$ cat config.mk
export PLATFORM = sky130hd
export DESIGN_NAME = interrupt_vector_priority
export DESIGN_NICKNAME = d
export VERILOG_FILES = /design/src/rtl/interrupt_vector_priority.v /design/src/rtl/stop_exit_timer.v
export VERILOG_INCLUDE_DIRS = /design/src /design/src/inc
export SDC_FILE = /design/constraint.sdc
export NUM_CORES = 1
export LEC_CHECK = 0
export BUFFER_PORTS_ARGS = -buffer_cell sky130_fd_sc_hd__buf_2
export CAP_MARGIN = 10
export CORE_MARGIN = 2
export CORE_UTILIZATION = 41
export DETAILED_ROUTE_END_ITERATION = 12
export GPL_ROUTABILITY_DRIVEN = 0
export HOLD_SLACK_MARGIN = 0.05
export PLACE_DENSITY_LB_ADDON = 0.25
export RECOVER_POWER = 50
export SLEW_MARGIN = 20
export SYNTH_ARGS = -nofsm -noshare
export SYNTH_HDL_FRONTEND = slang
export SYNTH_HIERARCHICAL = 1
export SYNTH_SLANG_ARGS = --single-unit
export TNS_END_PERCENT = 5
$ cat constraint.sdc
create_clock -name ref_clk -period 3.95 [get_ports ref_clk]
set_clock_uncertainty 0.2 [all_clocks]
set_input_delay 0.395 -clock ref_clk [delete_from_list [all_inputs] [get_ports ref_clk]]
set_output_delay 0.395 -clock ref_clk [all_outputs]
set_load 0.02 [all_outputs]
$ cat src/inc/interrupt_vector_priority_defines.vh
// Offsets, field positions, reset values, vectors and timing constants.
`ifndef INTERRUPT_VECTOR_PRIORITY_DEFINES_VH
`define INTERRUPT_VECTOR_PRIORITY_DEFINES_VH

// Printed offsets are register indices; byte address is four times these.
`define IDX_PIN_CONTROL 8'h1e
`define IDX_TOP_PRIORITY 8'h1f
`define ADDR_PIN_CONTROL 12'h078
`define ADDR_TOP_PRIORITY 12'h07c
// Own registers: core status inputs with halt busy, and vector status.
`define ADDR_CORE_CONTROL 12'h080
`define ADDR_VECTOR_STATUS 12'h084

// Pin control field positions and reset value.
`define PIN_EDGE_BIT 7
`define PIN_CONNECT_BIT 6
`define STOP_DELAY_BIT 5
`define PIN_CONTROL_RESET 8'h60
`define TOP_PRIORITY_RESET 8'hf2

// Core control fields.
`define CORE_IMASK_BIT 0
`define CORE_XMASK_BIT 1
`define CORE_SPECIAL_BIT 2
`define CORE_STOP_BIT 3

// Vector addresses.
`define VEC_RESET 16'hfffe
`define VEC_CLOCK_MONITOR 16'hfffc
`define VEC_WATCHDOG 16'hfffa
`define VEC_TRAP 16'hfff8
`define VEC_SOFT_TRAP 16'hfff6
`define VEC_NMI_PIN 16'hfff4
`define VEC_PIN 16'hfff2
`define VEC_NONE 16'h0000

// Maskable sources: index 0 is the pin at $F2, index k is $F2 - 2k.
`define NUM_MASKABLE 34
`define LOW_BYTE_TOP 8'hf2
`define LOW_BYTE_LAST 8'hb0

// Stop exit delay in oscillator-derived cycles.
`define STOP_EXIT_CYCLES 4096
`endif

$ cat src/rtl/interrupt_vector_priority.v
// Interrupt vectoring, priority selection and pin control with APB access.
`include "interrupt_vector_priority_defines.vh"

// What this block does
// [RULE1] Reset, clock monitor, watchdog take FFFE, FFFC, FFFA, never masked.
// [RULE2] Pin connect bit zero cuts pin request; one feeds FFF2, I-masked.
// [RULE3] Writing a vector low byte to top priority elevates that source.
// [RULE4] Elevation value equals vector low byte; each source owns a pair.
// [RULE5] Modulus counter underflow uses FFCC, elevated by CC, I and local.
// [RULE6] Pulse accumulator edge uses FFDA, elevated by DA, I and local.
// [RULE7] Serial transfer complete uses FFD8, elevated by D8, I and local.
// [RULE8] Clock lock and limp-home uses FFC2, elevated by C2, local gated.
// [RULE9] Second accumulator overflow uses FFCA, elevated by CA.
// [RULE10] Pin control resets edge 0, connect 1, delay 1; low bits zero.
// [RULE11] Edge bit zero means low level, one means falling edges only.
// [RULE12] Edge bit: normal once; special any time but first write ignored.
// [RULE13] Connect bit is writable and readable at any time in any mode.
// [RULE14] Delay bit one waits 4096 oscillator cycles leaving halt.
// [RULE15] Delay bit: write once in normal modes, any time in special.
// [RULE16] Top priority reads any time, writes only with I mask set.
// [RULE17] Unimplemented or above F2 value makes the pin top priority.
// [RULE18] Default order follows vector address, higher address wins.
// [RULE19] Elevation leaves others' order and all vector addresses alone.
// [RULE20] Elevated source still obeys I mask and its local enable.
// [RULE21] Highest pending allowed vector is presented every clock cycle.
module interrupt_vector_priority (
  // Clock and reset.
  input wire ref_clk,
  input wire resetn,
  // APB slave.
  input wire psel,
  input wire penable,
  input wire pwrite,
  input wire [11:0] paddr,
  input wire [31:0] pwdata,
  output wire pready,
  output wire pslverr,
  output reg [31:0] prdata,
  // Core status.
  input wire core_i_mask,
  input wire core_x_mask,
  input wire special_mode,
  // Non-maskable sources.
  input wire clock_monitor_fail,
  input wire watchdog_fail,
  input wire illegal_opcode,
  input wire software_trap_instruction,
  input wire nonmaskable_pin_request_n,
  // External maskable pin, active low, and edge latch clear.
  input wire pin_request_n,
  input wire pin_edge_ack,
  // Peripheral maskable requests, index k vectors at $FFF2 - 2k.
  input wire [33:0] periph_request,
  input wire [33:0] periph_enable,
  // Low-power halt.
  input wire osc_tick,
  input wire stop_request,
  output wire stop_busy,
  output wire stop_resume,
  // Vector to the core.
  output reg irq_pending,
  output reg [15:0] vector_address
);

  localparam N = `NUM_MASKABLE;

  reg pin_edge_select;
  reg pin_request_connect;
  reg stop_exit_delay_enable;
  reg edge_written;
  reg delay_written;
  reg [7:0] top_priority_select;
  reg [1:0] pin_sync;
  reg [1:0] nmi_sync;
  reg pin_prev;
  reg pin_edge_latch;
  reg [15:0] next_vector;
  reg next_pending;
  wire [N-1:0] allowed;
  wire pin_level;
  wire pin_req;
  wire wr;
  wire rd;
  wire [N-1:0] elev_hit;
  wire elev_valid;
  integer i;

  // Maps a low byte to a source index; index only valid if in range.
  function [5:0] byte_to_index;
    input [7:0] b;
    reg [7:0] d;
    begin
      d = `LOW_BYTE_TOP - b;
      byte_to_index = d[6:1];
    end
  endfunction

  // True when a low byte names an implemented maskable source.
  function implemented;
    input [7:0] b;
    begin
      implemented = (b <= `LOW_BYTE_TOP) && (b >= `LOW_BYTE_LAST) &&
        (b[0] == 1'b0);
    end
  endfunction

  // Zero wait-state slave; every access completes in the access phase.
  assign pready = 1'b1;
  assign pslverr = 1'b0;
  assign wr = psel && penable && pwrite;
  assign rd = psel && !penable && !pwrite;

  // Pin inputs cross two flops before use.
  always @(posedge ref_clk or negedge resetn) begin
    if (!resetn) begin
      pin_sync <= 2'b11;
      nmi_sync <= 2'b11;
      pin_prev <= 1'b1;
    end else begin
      pin_sync <= {pin_sync[0], pin_request_n};
      nmi_sync <= {nmi_sync[0], nonmaskable_pin_request_n};
      pin_prev <= pin_sync[1];
    end
  end

  // Falling edge latch; a new edge wins over a clear in the same cycle.
  always @(posedge ref_clk or negedge resetn) begin
    if (!resetn) begin
      pin_edge_latch <= 1'b0;
    end else if (pin_prev && !pin_sync[1]) begin
      pin_edge_latch <= 1'b1; // [RULE11]
    end else if (pin_edge_ack || !pin_edge_select) begin
      pin_edge_latch <= 1'b0;
    end
  end

  assign pin_level = pin_edge_select ? pin_edge_latch : !pin_sync[1]; // [RULE11]
  assign pin_req = pin_request_connect && pin_level; // [RULE2]

  // Register writes with the mode-dependent write-once locks.
  always @(posedge ref_clk or negedge resetn) begin
    if (!resetn) begin
      pin_edge_select <= 1'b0; // [RULE10]
      pin_request_connect <= 1'b1; // [RULE10]
      stop_exit_delay_enable <= 1'b1; // [RULE10]
      edge_written <= 1'b0;
      delay_written <= 1'b0;
      top_priority_select <= `TOP_PRIORITY_RESET;
    end else if (wr) begin
      if (paddr == `ADDR_PIN_CONTROL) begin
        pin_request_connect <= pwdata[`PIN_CONNECT_BIT]; // [RULE13]
        edge_written <= 1'b1;
        delay_written <= 1'b1;
        // Special mode drops only the very first write after reset.
        if (special_mode ? edge_written : !edge_written) begin
          pin_edge_select <= pwdata[`PIN_EDGE_BIT]; // [RULE12]
        end
        if (special_mode || !delay_written) begin
          stop_exit_delay_enable <= pwdata[`STOP_DELAY_BIT]; // [RULE15]
        end
      end else if (paddr == `ADDR_TOP_PRIORITY && core_i_mask) begin
        top_priority_select <= pwdata[7:0]; // [RULE16]
      end
    end
  end

  // Source allowed when requested, locally enabled and I mask clear.
  genvar g;
  generate
    for (g = 0; g < N; g = g + 1) begin : gen_allow
      if (g == 0) begin : gen_pin
        assign allowed[g] = pin_req && !core_i_mask; // [RULE2]
      end else begin : gen_periph
        // Peripheral sources, each at its own vector index.
        assign allowed[g] = periph_request[g] && periph_enable[g] &&
          !core_i_mask; // [RULE5] [RULE6] [RULE7] [RULE8] [RULE9] [RULE20]
      end
      assign elev_hit[g] = (byte_to_index(top_priority_select) == g); // [RULE4]
    end
  endgenerate

  assign elev_valid = implemented(top_priority_select); // [RULE17]

  // Priority resolve: non-maskable first, then elevated, then by address.
  always @* begin
    next_pending = 1'b1;
    next_vector = `VEC_NONE;
    if (clock_monitor_fail) begin
      next_vector = `VEC_CLOCK_MONITOR; // [RULE1]
    end else if (watchdog_fail) begin
      next_vector = `VEC_WATCHDOG; // [RULE1]
    end else if (illegal_opcode) begin
      next_vector = `VEC_TRAP;
    end else if (software_trap_instruction) begin
      next_vector = `VEC_SOFT_TRAP;
    end else if (!nmi_sync[1] && !core_x_mask) begin
      next_vector = `VEC_NMI_PIN;
    end else begin
      next_pending = 1'b0;
      // Lowest index scanned last so the highest address wins.
      for (i = N - 1; i >= 0; i = i - 1) begin
        if (allowed[i]) begin
          next_pending = 1'b1;
          next_vector = `VEC_PIN - {9'h000, i[5:0], 1'b0}; // [RULE18]
        end
      end
      // Elevation only reorders; the vector address is still its own.
      if (elev_valid && |(allowed & elev_hit)) begin
        next_vector = {8'hff, top_priority_select}; // [RULE3] [RULE19]
      end
    end
  end

  // Vector output is re-evaluated and registered every cycle.
  always @(posedge ref_clk or negedge resetn) begin
    if (!resetn) begin
      irq_pending <= 1'b0;
      vector_address <= `VEC_RESET; // [RULE1]
    end else begin
      irq_pending <= next_pending; // [RULE21]
      vector_address <= next_pending ? next_vector : `VEC_RESET;
    end
  end

  // Read data is captured in setup so it is stable in the access phase.
  always @(posedge ref_clk or negedge resetn) begin
    if (!resetn) begin
      prdata <= 32'h00000000;
    end else if (rd) begin
      case (paddr)
        `ADDR_PIN_CONTROL: prdata <= {24'h000000, pin_edge_select,
          pin_request_connect, stop_exit_delay_enable, 5'h00}; // [RULE10]
        `ADDR_TOP_PRIORITY: prdata <= {24'h000000, top_priority_select};
        `ADDR_CORE_CONTROL: prdata <= {28'h0000000, stop_busy,
          special_mode, core_x_mask, core_i_mask};
        `ADDR_VECTOR_STATUS: prdata <= {15'h0000, irq_pending,
          vector_address};
        default: prdata <= 32'h00000000;
      endcase
    end
  end

  // Halt exit timer honours the delay enable.
  stop_exit_timer #(
    .DELAY_CYCLES(`STOP_EXIT_CYCLES)
  ) u_stop_exit_timer (
    .ref_clk(ref_clk),
    .resetn(resetn),
    .osc_tick(osc_tick),
    .start(stop_request),
    .delay_enable(stop_exit_delay_enable), // [RULE14]
    .busy(stop_busy),
    .resume(stop_resume)
  );

endmodule // interrupt_vector_priority

$ cat src/rtl/stop_exit_timer.v
// Oscillator start-up delay counter used when leaving low-power halt.
module stop_exit_timer #(
  parameter DELAY_CYCLES = 4096
) (
  // Clock and reset.
  input wire ref_clk,
  input wire resetn,
  // Control.
  input wire osc_tick,
  input wire start,
  input wire delay_enable,
  // Status.
  output wire busy,
  output reg resume
);

  reg [12:0] count;
  reg running;

  assign busy = running;

  // Counts oscillator ticks; without the delay bit it resumes at once.
  always @(posedge ref_clk or negedge resetn) begin
    if (!resetn) begin
      count <= 13'h0000;
      running <= 1'b0;
      resume <= 1'b0;
    end else begin
      resume <= 1'b0;
      if (start && !running) begin
        if (delay_enable) begin
          running <= 1'b1;
          count <= 13'h0000;
        end else begin
          resume <= 1'b1;
        end
      end else if (running && osc_tick) begin
        if (count == DELAY_CYCLES[12:0] - 13'h0001) begin
          running <= 1'b0;
          resume <= 1'b1;
        end else begin
          count <= count + 13'h0001;
        end
      end
    end
  end

endmodule // stop_exit_timer

==> summary.md <==
| Metric | Value |
|---|---|
| Outcome | finished, violations left |
| Violated checks | max-capacitance violations, max-slew violations |
| CP Max Fanout | 10 |
| Number of vias per cell | between 5 and 6 |
| Number of global-route vias before repair | between 3,000 and 4,000 |
| Max-Cap Viols | 1 |
| Min cycle time layout | approximately 3600 ps |
| Global-route wire length before repair | about 19,000 um |
| Post-Route WL | 11,300 um |
| Final nets | about 740 |
| GR Overflow Total | 0 |
| H-tree depth | 2 |
| Post_cts resized | 0 |
| Clock power share | 0.288 |
| CTS tree | yes |
| Filler cells | 986 |
| Worst Path Arrival | 3620 ps |
| Unrepaired setup endpoints after global routing | false |
| Leak pwr | roughly 2.1 nW |
| Seq pwr share | 0.512 |
| Finish-stage setup viols | 0 |
| Psw | between 300 and 400 uW |
| Die ar. | between 0.01 and 0.015 mm^2 |
| Clk pin slew, worst setup/hold paths | ~90 ps |
| Cell taking the most area after synthesis | dfrtp_1 |
| Pre-CTS setup slack | ~430 ps |
| Initial Util | 0.422 |
| DRT antenna net count | 0 |
| Synthesized area | about 0.0041 mm^2 |
| Root Buffer | clkbuf_8 |
| Setup TNS | 0 ps |
| Via count | between 4,000 and 5,000 |
| HPWL Detailed | about 9000 um |
| Max-slew headroom | -0.0289 |
| Slew Limit Fails | 30 |
| Die height | approximately 100 um |
| Layout cells sized above 1 | 0.284 |
| WL per Instance | roughly 15 um |
| Dpl cell area | approximately 0.0047 mm^2 |
| Main synth FF type | dfrtp_1 |
| Detailed-router iteration count before antenna repair | 5 |
| Cell variety after synth | a little over 70 |
| Critical path type | flop to flop |
| Remaining DRCs | 0 |
| Switching power share of the total | 0.286 |
| TritonCTS buffer count | 5 |
| Pwr Total | roughly 1.1 mW |
| N_diodes | 0 |
| Worst min-delay path class | input pin to flop |
| Worst Path Required | roughly 4000 ps |
| Post-route cell area | between 0.004 and 0.005 mm^2 |
| Register bit total from synthesis | 53 |
| Post-synth EDFFs | 0 |
| Leading post-synthesis cells by cell area | dfrtp_1 (20%), dfstp_2 (13%), nand2_1 (8.1%) |
| Initial drt markers | between 200 and 300 |
| Tcrit/Tclk final | 0.913 |
| Final hold violation count | 0 |
| Die Wd | roughly 100 um |
| Skew-Pair Late Insertion Delay | just over 300 ps |
| Postcts setup bufs | 0 |
| GRT Util Overall | 0.207 |
| Pint | roughly 800 uW |
| Core ar. | roughly 0.0097 mm^2 |
| Worst Setup Start Kind | flop |
| Max Fclk | between 0.2 and 0.3 GHz |
| Post-synthesis sequential area ratio | 0.329 |
| Power per Cell Area | about 230 mW/mm^2 |
| Synth Warn # | 6 |
| Initial antenna violation count | 0 |
| Synth Instances | 492 |
| Clock Sinks | 53 |
| Slew @ Worst Pin | between 1500 and 2000 ps |
| IO Count | about 180 |
| Combinational share of power | 0.199 |
| Peak supply drop | 0.133 mV |
| Final WS setup | 342 ps |
| FFs w/ async S/R, synth | 1.00 |
| Area growth syn-to-layout | 17.4% |
| # hold bufs at CTS | 3 |
| Cell row count | 36 |
| Largest net degree at the start of global routing | 31 |
| Top cell type's share of synthesized area | 0.201 |
| Worst setup EP type | flop |
| Max Root-Sink Buffers | 2 |
| Mapped Avg Cell Area | roughly 8.3 um^2 |
| Input/output buffers | 138 |
==> Yosys cell counts, types with 4 or more instances <==
| cell | count |
|---|---|
| nor3_1 | 14 |
| nand3_1 | 24 |
| a21oi_1 | 23 |
| nor2b_1 | 5 |
| nand2_1 | 89 |
| dfrtp_1 | 33 |
| and3_1 | 4 |
| a22o_1 | 17 |
| mux2_2 | 13 |
| o22ai_1 | 4 |
| xnor2_1 | 4 |
| a211oi_1 | 4 |
| nand2b_1 | 6 |
| and2_1 | 5 |
| nand4_1 | 6 |
| a41oi_1 | 7 |
| o21ai_0 | 23 |
| buf_2 | 8 |
| nor2_1 | 20 |
| mux2i_1 | 6 |
| clkbuf_1 | 11 |
| nor4_1 | 8 |
| or4_1 | 4 |
| buf_4 | 32 |
| a31oi_1 | 11 |
| a21o_1 | 4 |
| dfstp_2 | 20 |
| o211ai_1 | 5 |
| xor2_1 | 4 |
| a31o_2 | 5 |
| a32oi_1 | 4 |
| inv_1 | 9 |
==> flip-flops by register name, summed over array words and instances (netlist names) <==
register / count
stop_exit_delay_enable: 1
nmi_sync: 2
u_stop_exit_timer/resume: 1
pin_sync: 2
pin_edge_latch: 1
irq_pending: 1
pin_request_connect: 1
u_stop_exit_timer/count: 13
pin_prev: 1
vector_address: 9
delay_written: 1
pin_edge_select: 1
top_priority_select: 8
prdata: 10
u_stop_exit_timer/busy: 1
==> worst paths after layout <==
check,from,endpoint,slack (ps),depth (start not counted)
setup / recovery,top_priority_select[0]$_DFFE_PN0P_,vector_address[1]$_DFF_PN1_,340,9
hold / removal,clock_monitor_fail,vector_address[1]$_DFF_PN1_,70,2
setup reg to reg,top_priority_select[0]$_DFFE_PN0P_,vector_address[1]$_DFF_PN1_,340,9
hold reg to reg,nmi_sync[0]$_DFF_PN1_,nmi_sync[1]$_DFF_PN1_,160,0
max in group asynchronous,resetn,vector_address[6]$_DFF_PN1_,1610,3
min in group asynchronous,resetn,u_stop_exit_timer/count[4]$_DFFE_PN0P_,800,2
==> layout by cell type, fill, tap and decap left out, types with 5 or more instances in the layout <==
cell and count:
a21oi_1 23, a22o_1 17, a31o_2 5, a31oi_1 11, a41oi_1 7, and2_1 5, buf_2 103, buf_4 5
clkbuf_1 36, clkbuf_8 6, conb_1 20, dfrtp_1 33, dfstp_2 18, inv_1 9, mux2_2 13, mux2i_1 6
nand2_1 89, nand2b_1 6, nand3_1 24, nand4_1 6, nor2_1 20, nor2b_1 5, nor3_1 13, nor4_1 8
o211ai_1 5, o21ai_0 23
==> final cells by class <==
cell class                      instances  area, um^2  area share
Multi-Input combinational cell        396        2460       0.511
Sequential cell                        53        1350       0.280
Timing Repair Buffer                  146         714       0.148
Tap cell                              133         166      0.0345
Clock buffer                            7        86.3      0.0179
Inverter                                9        33.8     0.00701
Clock inverter                          1        7.51     0.00156
==> metrics by stage <==
stage / hold slack, ps / std cells / utilization
global route: 68.8 / 745 / 0.496
global placement: 148 / 734 / 0.487
detailed placement: 147 / 734 / 0.487
floorplan: -101 / 510 / -
finish: 69.7 / 745 / 0.496
CTS: 54.3 / 745 / 0.500
==> power by group through the flow <==
stage | Sequential, mW | Clock, mW | Combinational, mW
6_report | 0.564 | 0.317 | 0.219
5_1_grt | 0.566 | 0.358 | 0.244
4_1_cts | 0.565 | 0.329 | 0.221
3_5_place_dp | 0.574 | 0 | 0.218
3_3_place_gp | 0.574 | 0 | 0.215
2_1_floorplan | 0.579 | 0 | 0.128
==> critical path: stages (launching register included) <==
cell       delay (ps)
dfrtp_1           560
ha_1              430
xor2_2            450
mux2_2            400
a2111oi_0         440
a2111o_1          160
nor4_2             60
a211oi_4          430
nand3_2           130
a311oi_2          280
==> per-layer routing <==
metal | GRT usage | vias to the layer above | share of wire
li1 | - | 2010 | -
met1 | 0.276 | 1946 | 0.45
met2 | 0.359 | 176 | 0.48
met3 | 0.0307 | 9 | 0.065
met4 | 0.0405 | 0 | 0.0075
met5 | 0 | - | 0
==> cells by family after synthesis <==
group,after synthesis,synth area share
and+or+nand+nor,209,0.256
AOI/OAI and AO/OA,134,0.234
buffers and inverters,61,0.0892
DFF,53,0.329
muxes,20,0.0557
xor gates and xnor gates,10,0.0250
adders and majority gates,3,0.00914
other,2,0.00183
No activity file was read; power rests on OpenSTA's default activity.
